===== src/bii_pkg.sv =====
// Package for the bridge internal interrupt source block
package bii_pkg;
  // Register byte addresses (word aligned)
  localparam logic [7:0] ADDR_PCI_EN = 8'h00;
  localparam logic [7:0] ADDR_PCI_STAT = 8'h04;
  localparam logic [7:0] ADDR_PCI_MAP1 = 8'h08;
  localparam logic [7:0] ADDR_PCI_MAP2 = 8'h0C;
  localparam logic [7:0] ADDR_VME_EN = 8'h10;
  localparam logic [7:0] ADDR_VME_STAT = 8'h14;
  localparam logic [7:0] ADDR_VME_MAP1 = 8'h18;
  localparam logic [7:0] ADDR_VME_MAP2 = 8'h1C;
  localparam logic [7:0] ADDR_MASTER_CONTROL_REG = 8'h20;
  localparam logic [7:0] ADDR_LM_BASE = 8'h24;
  localparam logic [7:0] ADDR_LM_CTL = 8'h28;
  localparam logic [7:0] ADDR_SWID = 8'h2C;
  // Source bit positions shared by enable and status registers
  localparam int B_SW = 0;
  localparam int B_SWACK = 1;
  localparam int B_OWN = 2;
  localparam int B_DMA = 3;
  localparam int B_VERR = 4;
  localparam int B_LERR = 5;
  localparam int B_MBOX = 8;
  localparam int B_LM = 12;
  localparam int B_DMA_CAUSE = 16;
  localparam int NSRC = 16;
  localparam int NCAUSE = 6;
  // Map field width: 3 bits per source, 8 PCI lines or VME level 1..7
  localparam int MAPW = 3;
  localparam int NPCI = 8;
  localparam int NVME = 8;
  // Control fields: ownership request, monitor enable, space; monitor select is the VME address bit position
  localparam int B_OWN_REQ = 0;
  localparam int B_LM_EN = 0;
  localparam int LM_SPACE_LSB = 1;
  localparam int LM_SEL_LSB = 3;
  // Location monitor window is 4 kbytes
  localparam int LM_SPAN_BITS = 12;
  localparam int VA_W = 32;
  localparam logic [7:0] AUTOID_STATID = 8'hFE;
  localparam logic [2:0] AUTOID_LEVEL = 3'h2;
  localparam logic [31:0] CRCSR_BASE = 32'h0000_0000;
  localparam logic [1:0] RESP_OKAY = 2'h0;
  localparam logic [1:0] RESP_SLVERR = 2'h2;
  // One incoming VME access seen by the slave channel
  typedef struct packed {
    logic valid;
    logic [VA_W-1:0] addr;
    logic [1:0] space;
  } bii_vacc_s;
  // One IACK cycle offered by the VME handler
  typedef struct packed {
    logic valid;
    logic [2:0] level;
  } bii_iack_s;
endpackage : bii_pkg


===== src/bii_irq.sv =====
// Internal interrupt sources with AXI4-Lite register file
//
// The implementer's own choices: the AXI4-Lite slave port and the register offsets.
`timescale 1ns/1ns
// How it works
// - PCI soft interrupt on trigger rising edge
// - Soft status stays set while source active
// - PCI soft irq on line from map one
// - Clearing trigger bit withdraws soft interrupt
// - Shared level IACK returns soft ID, LSB 0
// - Soft irq released on acknowledge if alone
// - Status shows all active sources together
// - Soft ID supplied creates ack event
// - Ack event has enable, map, status; PCI only
// - Ownership irq once bus acquired on request
// - Write one clears ownership status
// - Six DMA causes ORed into one line
// - DMA mappable to VME or PCI; causes readable
// - Mailbox write raises own mapped interrupt
// - Monitor hit needs enable, space, 4k window
// - Address bits 4:3 select monitor one to four
// - Monitors map to PCI only, LM status
// - Error irq only for decoupled write errors
// - Auto-ID asserts level 2 before sysfail release
// - Level 2 IACK answers 0xFE, opens CR/CSR
// - VME trigger write acts only when bit 0
module bii_irq (
  input wire logic aclk,
  input wire logic aresetn,
  input wire logic [7:0] s_axi_awaddr,
  input wire logic s_axi_awvalid,
  output logic s_axi_awready,
  input wire logic [31:0] s_axi_wdata,
  input wire logic [3:0] s_axi_wstrb,
  input wire logic s_axi_wvalid,
  output logic s_axi_wready,
  output logic [1:0] s_axi_bresp,
  output logic s_axi_bvalid,
  input wire logic s_axi_bready,
  input wire logic [7:0] s_axi_araddr,
  input wire logic s_axi_arvalid,
  output logic s_axi_arready,
  output logic [31:0] s_axi_rdata,
  output logic [1:0] s_axi_rresp,
  output logic s_axi_rvalid,
  input wire logic s_axi_rready,
  input wire logic bus_acquired,
  input wire logic [bii_pkg::NCAUSE-1:0] dma_cause,
  input wire logic [3:0] mbox_write,
  input wire logic decoupled_write,
  input wire logic vme_bus_error,
  input wire logic pci_abort,
  input wire bii_pkg::bii_vacc_s vme_access,
  input wire bii_pkg::bii_iack_s vme_iack,
  input wire logic autoid_option,
  output logic iack_hit,
  output logic [7:0] iack_statid,
  output logic [bii_pkg::NPCI-1:0] pci_irq_outputs,
  output logic [bii_pkg::NVME-1:1] vme_irq,
  output logic sysfail_release,
  output logic crcsr_enable,
  output logic [31:0] crcsr_base,
  output logic bus_ownership_request
);
  localparam int N = bii_pkg::NSRC;
  localparam int M = bii_pkg::MAPW;

  // Registers
  logic [31:0] pci_irq_enable_reg_ff;
  logic [31:0] vme_irq_enable_reg_ff;
  logic [N-1:0] pci_stat_ff;
  logic [N-1:0] vme_stat_ff;
  logic [N*M-1:0] pci_map_ff;
  logic [N*M-1:0] vme_map_ff;
  logic [31:0] master_control_reg_ff;
  logic [31:0] location_monitor_base_ff;
  logic [7:0] lm_ctl_ff;
  logic [7:0] sw_statid_ff;
  logic [bii_pkg::NCAUSE-1:0] dma_cause_ff;
  logic vme_sw_ff;
  logic autoid_pend_ff;
  logic crcsr_en_ff;
  logic started_ff;

  // AXI write and read channel state
  logic aw_got_ff, w_got_ff;
  logic [7:0] aw_addr_ff;
  logic [31:0] w_data_ff;
  logic [3:0] w_strb_ff;
  logic bvalid_ff, bresp_err_ff;
  logic rvalid_ff;
  logic [31:0] rdata_ff;
  logic [1:0] rresp_ff;

  // Map field of one source
  function automatic logic [M-1:0] map_of(input logic [N*M-1:0] m, input int i);
    map_of = m[i*M +: M];
  endfunction : map_of

  // Byte-lane merge of a write
  function automatic logic [31:0] merge(input logic [31:0] old, input logic [31:0] d, input logic [3:0] s);
    for (int b = 0; b < 4; b++) begin
      merge[b*8 +: 8] = s[b] ? d[b*8 +: 8] : old[b*8 +: 8];
    end
  endfunction : merge

  logic wr_fire;
  logic [31:0] wval;
  assign wr_fire = aw_got_ff && w_got_ff && !bvalid_ff;
  assign s_axi_awready = !aw_got_ff && !bvalid_ff;
  assign s_axi_wready = !w_got_ff && !bvalid_ff;
  assign s_axi_bvalid = bvalid_ff;
  assign s_axi_bresp = bresp_err_ff ? bii_pkg::RESP_SLVERR : bii_pkg::RESP_OKAY;
  assign s_axi_arready = !rvalid_ff;
  assign s_axi_rvalid = rvalid_ff;
  assign s_axi_rdata = rdata_ff;
  assign s_axi_rresp = rresp_ff;

  // Address and data may arrive in either order
  always_ff @(posedge aclk) begin
    if (!aresetn) begin
      aw_got_ff <= 1'b0;
      w_got_ff <= 1'b0;
      aw_addr_ff <= 8'h00;
      w_data_ff <= 32'h0000_0000;
      w_strb_ff <= 4'h0;
    end else begin
      if (s_axi_awvalid && s_axi_awready) begin
        aw_got_ff <= 1'b1;
        aw_addr_ff <= s_axi_awaddr;
      end else if (wr_fire) begin
        aw_got_ff <= 1'b0;
      end
      if (s_axi_wvalid && s_axi_wready) begin
        w_got_ff <= 1'b1;
        w_data_ff <= s_axi_wdata;
        w_strb_ff <= s_axi_wstrb;
      end else if (wr_fire) begin
        w_got_ff <= 1'b0;
      end
    end
  end

  logic wr_known;
  always_comb begin
    unique case (aw_addr_ff)
      bii_pkg::ADDR_PCI_EN, bii_pkg::ADDR_PCI_STAT, bii_pkg::ADDR_PCI_MAP1, bii_pkg::ADDR_PCI_MAP2,
      bii_pkg::ADDR_VME_EN, bii_pkg::ADDR_VME_STAT, bii_pkg::ADDR_VME_MAP1, bii_pkg::ADDR_VME_MAP2,
      bii_pkg::ADDR_MASTER_CONTROL_REG, bii_pkg::ADDR_LM_BASE, bii_pkg::ADDR_LM_CTL, bii_pkg::ADDR_SWID: wr_known = 1'b1;
      default: wr_known = 1'b0;
    endcase
  end

  // Write response one cycle after both halves are in
  always_ff @(posedge aclk) begin
    if (!aresetn) begin
      bvalid_ff <= 1'b0;
      bresp_err_ff <= 1'b0;
    end else if (wr_fire) begin
      bvalid_ff <= 1'b1;
      bresp_err_ff <= !wr_known;
    end else if (s_axi_bready) begin
      bvalid_ff <= 1'b0;
    end
  end

  function automatic logic wr_to(input logic [7:0] a);
    wr_to = wr_fire && (aw_addr_ff == a);
  endfunction : wr_to

  // A 1 written over a trigger bit that is still 0
  function automatic logic trig_wr(input logic [7:0] a, input logic old_bit);
    trig_wr = wr_to(a) && w_strb_ff[0] && w_data_ff[bii_pkg::B_SW] && !old_bit;
  endfunction : trig_wr

  // Event detection
  logic pci_sw_rise, sw_ack_evt, own_evt, lm_hit, verr_evt, lerr_evt, autoid_ack;
  logic [3:0] lm_sel;
  logic [N-1:0] pci_set, vme_set;
  logic [31:0] lm_in_en;
  // Write value with strobed-off bytes as zero
  assign wval = merge(32'h0000_0000, w_data_ff, w_strb_ff);
  // Edge taken at the write itself, so status and enable land together
  always_comb begin
    pci_sw_rise = trig_wr(bii_pkg::ADDR_PCI_EN, pci_irq_enable_reg_ff[bii_pkg::B_SW]);
  end
  assign own_evt = bus_acquired && master_control_reg_ff[bii_pkg::B_OWN_REQ];
  assign verr_evt = vme_bus_error && decoupled_write;
  assign lerr_evt = pci_abort && decoupled_write;
  assign lm_in_en = pci_irq_enable_reg_ff;
  // Window compare on bits above 4k, plus enable and space
  assign lm_hit = vme_access.valid && lm_ctl_ff[bii_pkg::B_LM_EN] &&
                  (vme_access.space == lm_ctl_ff[bii_pkg::LM_SPACE_LSB +: 2]) &&
                  (vme_access.addr[bii_pkg::VA_W-1:bii_pkg::LM_SPAN_BITS] ==
                   location_monitor_base_ff[bii_pkg::VA_W-1:bii_pkg::LM_SPAN_BITS]);
  // One-hot monitor pick; only the addressed copy can be set
  always_comb begin
    lm_sel = 4'h0;
    lm_sel[vme_access.addr[bii_pkg::LM_SEL_LSB +: 2]] = lm_hit;
  end
  // Auto-ID owns level 2 until acknowledged, ahead of the soft source
  assign autoid_ack = vme_iack.valid && autoid_pend_ff && (vme_iack.level == bii_pkg::AUTOID_LEVEL);
  assign sw_ack_evt = vme_iack.valid && !autoid_ack && vme_sw_ff &&
                      (vme_iack.level == map_of(vme_map_ff, bii_pkg::B_SW));

  always_comb begin
    pci_set = '0;
    pci_set[bii_pkg::B_SWACK] = sw_ack_evt;
    pci_set[bii_pkg::B_OWN] = own_evt;
    pci_set[bii_pkg::B_DMA] = |dma_cause;
    pci_set[bii_pkg::B_VERR] = verr_evt;
    pci_set[bii_pkg::B_LERR] = lerr_evt;
    pci_set[bii_pkg::B_MBOX +: 4] = mbox_write;
    pci_set[bii_pkg::B_LM +: 4] = lm_sel;
    vme_set = pci_set;
    vme_set[bii_pkg::B_SWACK] = 1'b0;
    vme_set[bii_pkg::B_OWN] = 1'b0;
    vme_set[bii_pkg::B_LM +: 4] = 4'h0;
  end

  // Enable, map and control registers
  always_ff @(posedge aclk) begin
    if (!aresetn) begin
      pci_irq_enable_reg_ff <= 32'h0000_0000;
      vme_irq_enable_reg_ff <= 32'h0000_0000;
      pci_map_ff <= '0;
      vme_map_ff <= '0;
      master_control_reg_ff <= 32'h0000_0000;
      location_monitor_base_ff <= 32'h0000_0000;
      lm_ctl_ff <= 8'h00;
      sw_statid_ff <= 8'h00;
    end else begin
      if (wr_to(bii_pkg::ADDR_PCI_EN)) pci_irq_enable_reg_ff <= merge(pci_irq_enable_reg_ff, w_data_ff, w_strb_ff);
      if (wr_to(bii_pkg::ADDR_VME_EN)) vme_irq_enable_reg_ff <= merge(vme_irq_enable_reg_ff, w_data_ff, w_strb_ff);
      if (wr_to(bii_pkg::ADDR_PCI_MAP1)) pci_map_ff[31:0] <= merge(pci_map_ff[31:0], w_data_ff, w_strb_ff);
      if (wr_to(bii_pkg::ADDR_PCI_MAP2)) pci_map_ff[N*M-1:32] <= wval[N*M-33:0];
      if (wr_to(bii_pkg::ADDR_VME_MAP1)) vme_map_ff[31:0] <= merge(vme_map_ff[31:0], w_data_ff, w_strb_ff);
      if (wr_to(bii_pkg::ADDR_VME_MAP2)) vme_map_ff[N*M-1:32] <= wval[N*M-33:0];
      if (wr_to(bii_pkg::ADDR_MASTER_CONTROL_REG)) master_control_reg_ff <= merge(master_control_reg_ff, w_data_ff, w_strb_ff);
      if (wr_to(bii_pkg::ADDR_LM_BASE)) location_monitor_base_ff <= merge(location_monitor_base_ff, w_data_ff, w_strb_ff);
      if (wr_to(bii_pkg::ADDR_LM_CTL)) lm_ctl_ff <= wval[7:0];
      if (wr_to(bii_pkg::ADDR_SWID)) sw_statid_ff <= {wval[7:1], 1'b0};
    end
  end
  assign bus_ownership_request = master_control_reg_ff[bii_pkg::B_OWN_REQ];

  // VME software source: set only on write of 1 over a 0
  logic vme_trig_wr;
  always_comb begin
    vme_trig_wr = trig_wr(bii_pkg::ADDR_VME_EN, vme_irq_enable_reg_ff[bii_pkg::B_SW]);
  end
  // Another enabled source on the acknowledged level keeps the soft one alive
  logic vme_other_same;
  always_comb begin
    vme_other_same = 1'b0;
    for (int i = 1; i < N; i++) begin
      if (vme_stat_ff[i] && vme_irq_enable_reg_ff[i] && map_of(vme_map_ff, i) == vme_iack.level)
        vme_other_same = 1'b1;
    end
  end
  always_ff @(posedge aclk) begin
    if (!aresetn) begin
      vme_sw_ff <= 1'b0;
    end else if (vme_trig_wr) begin
      vme_sw_ff <= 1'b1;
    end else if (!vme_irq_enable_reg_ff[bii_pkg::B_SW]) begin
      vme_sw_ff <= 1'b0;
    end else if (sw_ack_evt && !vme_other_same) begin
      vme_sw_ff <= 1'b0;
    end
  end

  // Sticky status; set wins over write-one-clear
  logic [N-1:0] pci_clr, vme_clr;
  // Process, not assign: the decode reads state hidden behind the function
  always_comb begin
    pci_clr = wr_to(bii_pkg::ADDR_PCI_STAT) ? wval[N-1:0] : '0;
    vme_clr = wr_to(bii_pkg::ADDR_VME_STAT) ? wval[N-1:0] : '0;
  end
  always_ff @(posedge aclk) begin
    if (!aresetn) begin
      pci_stat_ff <= '0;
      vme_stat_ff <= '0;
    end else begin
      pci_stat_ff <= (pci_stat_ff & ~pci_clr) | pci_set;
      vme_stat_ff <= (vme_stat_ff & ~vme_clr) | vme_set;
      // Soft status follows its source while active
      pci_stat_ff[bii_pkg::B_SW] <= pci_sw_rise || (pci_stat_ff[bii_pkg::B_SW] &&
                                    pci_irq_enable_reg_ff[bii_pkg::B_SW]);
      vme_stat_ff[bii_pkg::B_SW] <= vme_sw_ff;
    end
  end

  // DMA cause bits, sticky, cleared by DMA status write
  always_ff @(posedge aclk) begin
    if (!aresetn) dma_cause_ff <= '0;
    else if (pci_clr[bii_pkg::B_DMA] || vme_clr[bii_pkg::B_DMA]) dma_cause_ff <= dma_cause;
    else dma_cause_ff <= dma_cause_ff | dma_cause;
  end

  // Output routing: OR of enabled active sources per line
  always_comb begin
    pci_irq_outputs = '0;
    vme_irq = '0;
    for (int i = 0; i < N; i++) begin
      if (pci_stat_ff[i] && pci_irq_enable_reg_ff[i] && !(i == bii_pkg::B_SW && !lm_in_en[i]))
        pci_irq_outputs[map_of(pci_map_ff, i)] = 1'b1;
      // VME soft skips the enable gate: its enable bit is the trigger
      if (vme_stat_ff[i] && (vme_irq_enable_reg_ff[i] || i == bii_pkg::B_SW) && map_of(vme_map_ff, i) != 3'h0)
        vme_irq[map_of(vme_map_ff, i)] = 1'b1;
    end
    if (autoid_pend_ff) vme_irq[bii_pkg::AUTOID_LEVEL] = 1'b1;
  end

  // Auto-ID: strap caught after reset release
  always_ff @(posedge aclk) begin
    if (!aresetn) begin
      started_ff <= 1'b0;
      autoid_pend_ff <= 1'b0;
      crcsr_en_ff <= 1'b0;
    end else begin
      started_ff <= 1'b1;
      if (!started_ff) autoid_pend_ff <= autoid_option;
      else if (autoid_ack) autoid_pend_ff <= 1'b0;
      if (autoid_ack) crcsr_en_ff <= 1'b1;
    end
  end
  assign sysfail_release = started_ff && !autoid_pend_ff;
  assign crcsr_enable = crcsr_en_ff;
  assign crcsr_base = bii_pkg::CRCSR_BASE;

  // IACK answer
  assign iack_hit = autoid_ack || sw_ack_evt;
  assign iack_statid = autoid_ack ? bii_pkg::AUTOID_STATID : (sw_ack_evt ? sw_statid_ff : 8'h00);

  // Read path
  logic [31:0] rd_val;
  logic rd_ok;
  always_comb begin
    rd_val = 32'h0000_0000;
    rd_ok = 1'b1;
    unique case (s_axi_araddr)
      bii_pkg::ADDR_PCI_EN: rd_val = pci_irq_enable_reg_ff;
      bii_pkg::ADDR_PCI_STAT: rd_val = {{(32-N-bii_pkg::NCAUSE){1'b0}}, dma_cause_ff, pci_stat_ff};
      bii_pkg::ADDR_PCI_MAP1: rd_val = pci_map_ff[31:0];
      bii_pkg::ADDR_PCI_MAP2: rd_val = {{(64-N*M){1'b0}}, pci_map_ff[N*M-1:32]};
      bii_pkg::ADDR_VME_EN: rd_val = vme_irq_enable_reg_ff;
      bii_pkg::ADDR_VME_STAT: rd_val = {{(32-N-bii_pkg::NCAUSE){1'b0}}, dma_cause_ff, vme_stat_ff};
      bii_pkg::ADDR_VME_MAP1: rd_val = vme_map_ff[31:0];
      bii_pkg::ADDR_VME_MAP2: rd_val = {{(64-N*M){1'b0}}, vme_map_ff[N*M-1:32]};
      bii_pkg::ADDR_MASTER_CONTROL_REG: rd_val = master_control_reg_ff;
      bii_pkg::ADDR_LM_BASE: rd_val = location_monitor_base_ff;
      bii_pkg::ADDR_LM_CTL: rd_val = {24'h00_0000, lm_ctl_ff};
      bii_pkg::ADDR_SWID: rd_val = {24'h00_0000, sw_statid_ff};
      default: rd_ok = 1'b0;
    endcase
  end
  always_ff @(posedge aclk) begin
    if (!aresetn) begin
      rvalid_ff <= 1'b0;
      rdata_ff <= 32'h0000_0000;
      rresp_ff <= bii_pkg::RESP_OKAY;
    end else if (s_axi_arvalid && s_axi_arready) begin
      rvalid_ff <= 1'b1;
      rdata_ff <= rd_val;
      rresp_ff <= rd_ok ? bii_pkg::RESP_OKAY : bii_pkg::RESP_SLVERR;
    end else if (s_axi_rready) begin
      rvalid_ff <= 1'b0;
    end
  end
endmodule : bii_irq


===== config.mk =====
export PLATFORM = sky130hd
export DESIGN_NAME = bii_irq
export DESIGN_NICKNAME = d
export VERILOG_FILES = /design/src/bii_pkg.sv /design/src/bii_irq.sv
export SDC_FILE = /design/constraint.sdc
export NUM_CORES = 1
export LEC_CHECK = 0
export BUFFER_PORTS_ARGS = -buffer_cell sky130_fd_sc_hd__buf_2
export CAP_MARGIN = 20
export CORE_ASPECT_RATIO = 1.25
export CORE_MARGIN = 4
export CORE_UTILIZATION = 41
export CTS_CLUSTER_DIAMETER = 100
export DETAILED_ROUTE_END_ITERATION = 8
export SKIP_LAST_GASP = 1
export SLEW_MARGIN = 0
export SYNTH_ARGS = -nofsm -noshare
export SYNTH_HDL_FRONTEND = slang
export SYNTH_SLANG_ARGS = --single-unit
export TNS_END_PERCENT = 30

===== constraint.sdc =====
create_clock -name aclk -period 3 [get_ports aclk]
set_input_delay 0.45 -clock aclk [delete_from_list [all_inputs] [get_ports aclk]]
set_output_delay 0.45 -clock aclk [all_outputs]
set_load 0.02 [all_outputs]

== After elaboration in Yosys (flattened, before gate mapping) ==
Index checks and enable logic that the tools add are counted.

* Bits in registers: 364
* Input port bits: 113
* Output and inout port bits: 100
* Word-level logic and storage cells: 527

* $lt $le $gt $ge: 66
* Eq/ne operators: 43
* Mux-type cells: 139
* Bitwise operators: 38
* Reductions and logical operators: 196

{| class="wikitable"
|+ Operator list
! operator !! count
|-
| $pmux 32 s12 || 1
|-
| $mux 8 || 20
|-
| $logic_and 1x1->1 || 134
|-
| $lt 3x4->1 const B || 32
|-
| $or 8x8->8 || 15
|-
| $mux 7 || 16
|-
| $or 7x7->7 || 15
|-
| $demux 1 s3 || 32
|-
| $ge 3x1->1 const B || 32
|-
| $eq 8x5->1 const B || 8
|-
| $eq 8x6->1 const B || 8
|-
| $mux 1 || 64
|-
| $eq 3x3->1 || 16
|-
| $reduce_and 2->1 || 24
|-
| $reduce_bool 3->1 || 16
|-
| $and 16x16->16 || 2
|-
| $eq 8x4->1 const B || 4
|-
| $mux 16 || 2
|-
| $not 16->16 || 2
|-
| $reduce_or 12->1 || 2
|-
| $eq 20x20->1 || 1
|-
| $eq 8x3->1 const B || 2
|-
| $logic_not 8->1 || 2
|-
| $or 16x12->16 || 1
|-
| other kinds (16) || 31
|}

== Logic depth before layout (Yosys ltp) ==
* Word-level depth: 36
* Mapped depth: 8
* Depth with buffers taken out: 5

== Worst setup path after synthesis ==
Ideal clock, no wire load.

* Path kind: input to output
* Start point: input vme_iack[0] (netlist name)
* End point: output iack_statid[1]
* Arrival: 2.060 ns
* Required time: 2.550 ns
* Path slack: 0.490 ns
* Cell stages on the path: 6
* Path buffers: 2
* Path through: clkbuf_1 > buf_2 > xnor2_1 > nand3_1 > nor4_2 > a21o_1

* Word-level cells in the longest chain between the ends: 8
* Elaborated cells on any way between the ends: 9
* Those cells by class: eq/ne: 2; mux: 2; reduce/logical: 5

{| class="wikitable"
|+ Ends and longest elaborated chain
! item !! line !! RTL
|-
| start: declaration || bii_irq.sv:54 || <nowiki>input wire bii_pkg::bii_iack_s vme_iack,</nowiki>
|-
| $eq 3x2->1 || bii_irq.sv:202 || <nowiki>assign autoid_ack = vme_iack.valid && autoid_pend_ff && (vme_iack.level == bii_pkg::AUTOID_LEVEL);</nowiki>
|-
| $logic_and 1x1->1 || bii_irq.sv:202 ||
|-
| $logic_not 1->1 || bii_irq.sv:203 || <nowiki>assign sw_ack_evt = vme_iack.valid && !autoid_ack && vme_sw_ff &&</nowiki>
|-
| $logic_and 1x1->1 (3 in series) || bii_irq.sv:203 ||
|-
| $mux 8 || bii_irq.sv:334 || <nowiki>assign iack_statid = autoid_ack ? bii_pkg::AUTOID_STATID : (sw_ack_evt ? sw_statid_ff : 8'h00);</nowiki>
|-
| $mux 8 * || bii_irq.sv:334 ||
|-
| end: declaration || bii_irq.sv:57 || <nowiki>output logic [7:0] iack_statid,</nowiki>
|}

Mark *: on every way between the ends. The rest lies on a longest branch, timed or not.

== Worst setup path in the final report ==
* Start point: register vme_map_ff[30]
* End point: output vme_irq[3] (netlist name)

* Word-level cells in the longest chain between the ends: 16
* Elaborated cells on any way between the ends: 19
* Those cells by class: order compare: 2; mux: 8; bitwise: 6; reduce/logical: 3

{| class="wikitable"
|+ Ends and longest elaborated chain
! item !! line !! RTL
|-
| start: declaration || bii_irq.sv:74 || <nowiki>logic [N*M-1:0] vme_map_ff;</nowiki>
|-
| start signal: assignment || bii_irq.sv:237 || <nowiki>if (wr_to(bii_pkg::ADDR_VME_MAP1)) vme_map_ff[31:0] <= merge(vme_map_ff[31:0], w_data_ff, w_strb_ff);</nowiki>
|-
| start signal: indexed assignment || bii_irq.sv:238 || <nowiki>if (wr_to(bii_pkg::ADDR_VME_MAP2)) vme_map_ff[N*M-1:32] <= wval[N*M-33:0];</nowiki>
|-
| $lt 3x4->1 (not written as such) / $ge 3x1->1 (equally long branches) || bii_irq.sv:310 || <nowiki>vme_irq[map_of(vme_map_ff, i)] = 1'b1;</nowiki>
|-
| $logic_and 1x1->1 (not written as such) || bii_irq.sv:310 ||
|-
| $mux 1 (not written as such) || bii_irq.sv:310 ||
|-
| $demux 1 s3 || bii_irq.sv:310 ||
|-
| $or 7x7->7 (no source line) || n/a ||
|-
| $mux 7 * || bii_irq.sv:309 || <nowiki>if (vme_stat_ff[i] && (vme_irq_enable_reg_ff[i] || i == bii_pkg::B_SW) && map_of(vme_map_ff, i) != 3'h0)</nowiki>
|-
| $or 7x7->7 (no source line) || n/a ||
|-
| $mux 7 * || bii_irq.sv:309 ||
|-
| $or 7x7->7 (no source line) || n/a ||
|-
| $mux 7 * || bii_irq.sv:309 ||
|-
| $or 7x7->7 (no source line) || n/a ||
|-
| $mux 7 * || bii_irq.sv:309 ||
|-
| $or 7x7->7 (no source line) || n/a ||
|-
| $mux 7 * || bii_irq.sv:309 ||
|-
| $or 7x7->7 (no source line) || n/a ||
|-
| $mux 7 * || bii_irq.sv:309 ||
|-
| end: declaration || bii_irq.sv:59 || <nowiki>output logic [bii_pkg::NVME-1:1] vme_irq,</nowiki>
|}

Marked as above.

==> results.yml <==
yosys:
  synth-seq-cells: 363
  synth-async-reset-ratio_pct: 0
  synth_area_leaders: "dfxtp_1, mux2i_1, nand2_1"
  synth_area_um2: 19000
  yosysTopAreaCellShare_pct: 38.2
  synth_top_cell_by_area: "dfxtp_1"
  synth_cells: 2310
  ys_seq_area_share_pct: 38.2
  yosys_warnings: 0
  synth_area_per_cell_um2: 8.23
  synth_edf_count: 0
  yosys.cell_types.count: 76
  ys.flop_type: "dfxtp_1"
setup_path:
  crit_path_end: "vme_irq[3]"
  path_depth: 6
  required_ps: 2550
  startpoint_type: "register"
  cp_slowest_cell: "nor4_1"
  r2r_slack_ps: 520
  end_kind: "output port"
  critical_path_class: "register to output port"
  arrival_ps: 2490
  r2r_start: "aw_addr_ff[6]"
  startpoint: "vme_map_ff[30]"
  path_cells: "nand3_1 -> o32a_1 -> o311ai_0 -> nor4_1 -> nand3_1 -> buf_2"
  path_max_fanout: 7
  crit_family: "simple AND/OR/NAND/NOR gates"
  r2r_end: "vme_map_ff[18]"
  critPathMostFrequentCell: "nand3_1"
  r2r_cells: 6
  critPathBufInv: 1
  slowest_delay_ps: 540
cts:
  clkLatencyLatePin_ps: 560
  clkSinkCount: 363
  cts_tree: "yes"
  clk_path_buf_depth: 3
  cts_hold_buf: 0
  clk_pin_slew_ps: 60
  root_buffer: "clkbuf_16"
  numCtsBuffers: 39
  htree_num_levels: 2
layout:
  regArea_um2: 7270
  fill_cells: 4540
  diodes: 0
  final_nets: 2534
  final_cell_mix: "dfxtp_1, nand2_1, buf_2"
  layout_commonest_cell: "dfxtp_1"
  area_delta_synth_final_pct: 14.5
  post_route_cells_drive_above_1_share_pct: 15.7
  multi_input_area_um2: 10800
outcome:
  violations: "DRC"
  status: "finished with violations"
power_and_ir_drop:
  peakVddDrop_mv: 0.410
  powerDensity_nw_per_um2: 490
  total_power_mw: 10.7
  p_leak_nw: 8.84
sta:
  fmaxAchievable_mhz: 340
  rsz0062_at_grt: "yes"
  fin_skew_ps: 23.1
  worst_slack_ps: 55.7
  finalSetupViolCount: 0
  fin_crit_ps: 2940
  drv_slew: 0
  worst_slew_margin_rel_pct: 44.2
  hold_violations: 0
  worst_slew_pin_slew_ps: 834
  fin_crit_sh_pct: 98.1
floorplan:
  coreArea_um2: 45500
  pin_count: 213
  rows: 87
  die_w_um: 201
  start_util_pct: 41.8
  die-area_um2: 49900
  die_y_um: 249
detailed_routing:
  drt_iter0_markers: 2264
  detail_route.wl_per_cell_um: 28.0
  wl_mm: 84.8
  drc: 1
  drtPass1Iterations: 9
  viasPerCell: 6.26
  vias: 18900
  ant_nets: 0
global_routing:
  grt_pass1_wl_mm: 123
  antenna_found_initial: 1
  grt_pass1_vias: 18100
  grt_max_degree: 79
  grt_usage_pct: 32.2
  overflow: 0
place:
  dpl.hpwl_mm: 63.5
  numPortBuffers: 167
  gp_congestion: 1.02
  post-place-ws_ps: 419
flow_run:
  maxCapViolCount: 0
min_path:
  hold_depth: 2
  hold_class: "input port to register"
==> registers in the layout, summed over array words and instances, names as in the netlist, 7 cells and up, named ones only <==
signal,flops
pci_map_ff,48
location_monitor_base_ff,32
vme_stat_ff,16
master_control_reg_ff,32
lm_in_en,32
pci_stat_ff,15
lm_ctl_ff,8
vme_map_ff,48
w_data_ff,32
sw_statid_ff,7
vme_irq_enable_reg_ff,32
s_axi_rdata,32
aw_addr_ff,8
==> per-layer routing <==
layer / routed length (um) / track usage, % / part of all wire, % / vias up
met2: 38800 / 52.2 / 46 / 1057
met4: 4940 / 16.0 / 5.8 / 0
li1: - / - / - / 8488
met3: 7060 / 4.56 / 8.3 / 203
met1: 34000 / 42.1 / 40 / 9184
met5: 0 / 0 / 0 / -
==> power by group <==
part	switching, mW	internal, mW
Combinational	0.517	0.247
Sequential	0.166	4.89
Clock	2.05	2.80
==> through the flow <==
step	hold WS (ps)	setup TNS (ps)	instance area, um^2	util [%]	instances
floorplan	436	0	19100	-	2344
global placement	441	0	20500	45.0	2953
detailed placement	444	0	20500	45.0	2953
CTS	124	0	21700	47.8	3020
global route	138	-13.1	21800	47.8	3024
finish	138	0	21800	47.8	3024
==> worst min-delay path by stage <==
stage	startpoint	slack, ps	end
2_1_floorplan	master_control_reg_ff[1]	440	master_control_reg_ff[1]
3_3_place_gp	master_control_reg_ff[27]	440	master_control_reg_ff[27]
3_5_place_dp	s_axi_rdata[21]	440	s_axi_rdata[21]
4_1_cts	s_axi_wdata[9]	120	w_data_ff[9]
5_1_grt	dma_cause[0]	140	dma_cause_ff[0]
6_report	s_axi_arvalid	140	s_axi_rvalid
==> cell families after synthesis <==
group / after synthesis / synth area share (%)
mux: 170 / 9.07
buf+inv: 255 / 6.09
simple gates: 976 / 25.9
compound gates: 475 / 17.5
flops: 363 / 38.2
xor+xnor: 70 / 3.22
other cells: 1 / 0.0197
==> timing repair <==
item,in CTS,in global routing
endpoints found under the setup margin,1,2
setup buffers,1,4
gates resized for setup,0,2
==> cells in the mapped netlist, types with 18 or more instances <==
master,number
buf_2,29
nor4_1,56
nor3b_1,37
nor3_1,88
nand3_1,153
nor4b_1,18
xor2_1,49
nor2b_1,23
nand2b_1,32
a21oi_1,106
mux2_2,18
a221oi_1,24
a22oi_1,41
o21ai_0,26
nand2_1,315
mux2i_1,152
clkbuf_1,161
buf_4,40
a222oi_1,19
o22ai_1,45
dfxtp_1,363
nor2_1,145
and2_1,27
a21boi_0,77
xnor2_1,21
==> final cells by class <==
| class | count | share of cell area (%) |
|---|---|---|
| Clock buffer | 54 | 5.02 |
| Clock inverter | 12 | 0.684 |
| Inverter | 18 | 0.333 |
| Multi-Input combinational cell | 1726 | 49.5 |
| Sequential cell | 363 | 33.4 |
| Tap cell | 578 | 3.32 |
| Timing Repair Buffer | 273 | 7.74 |
No activity file was read; power rests on OpenSTA's default activity.
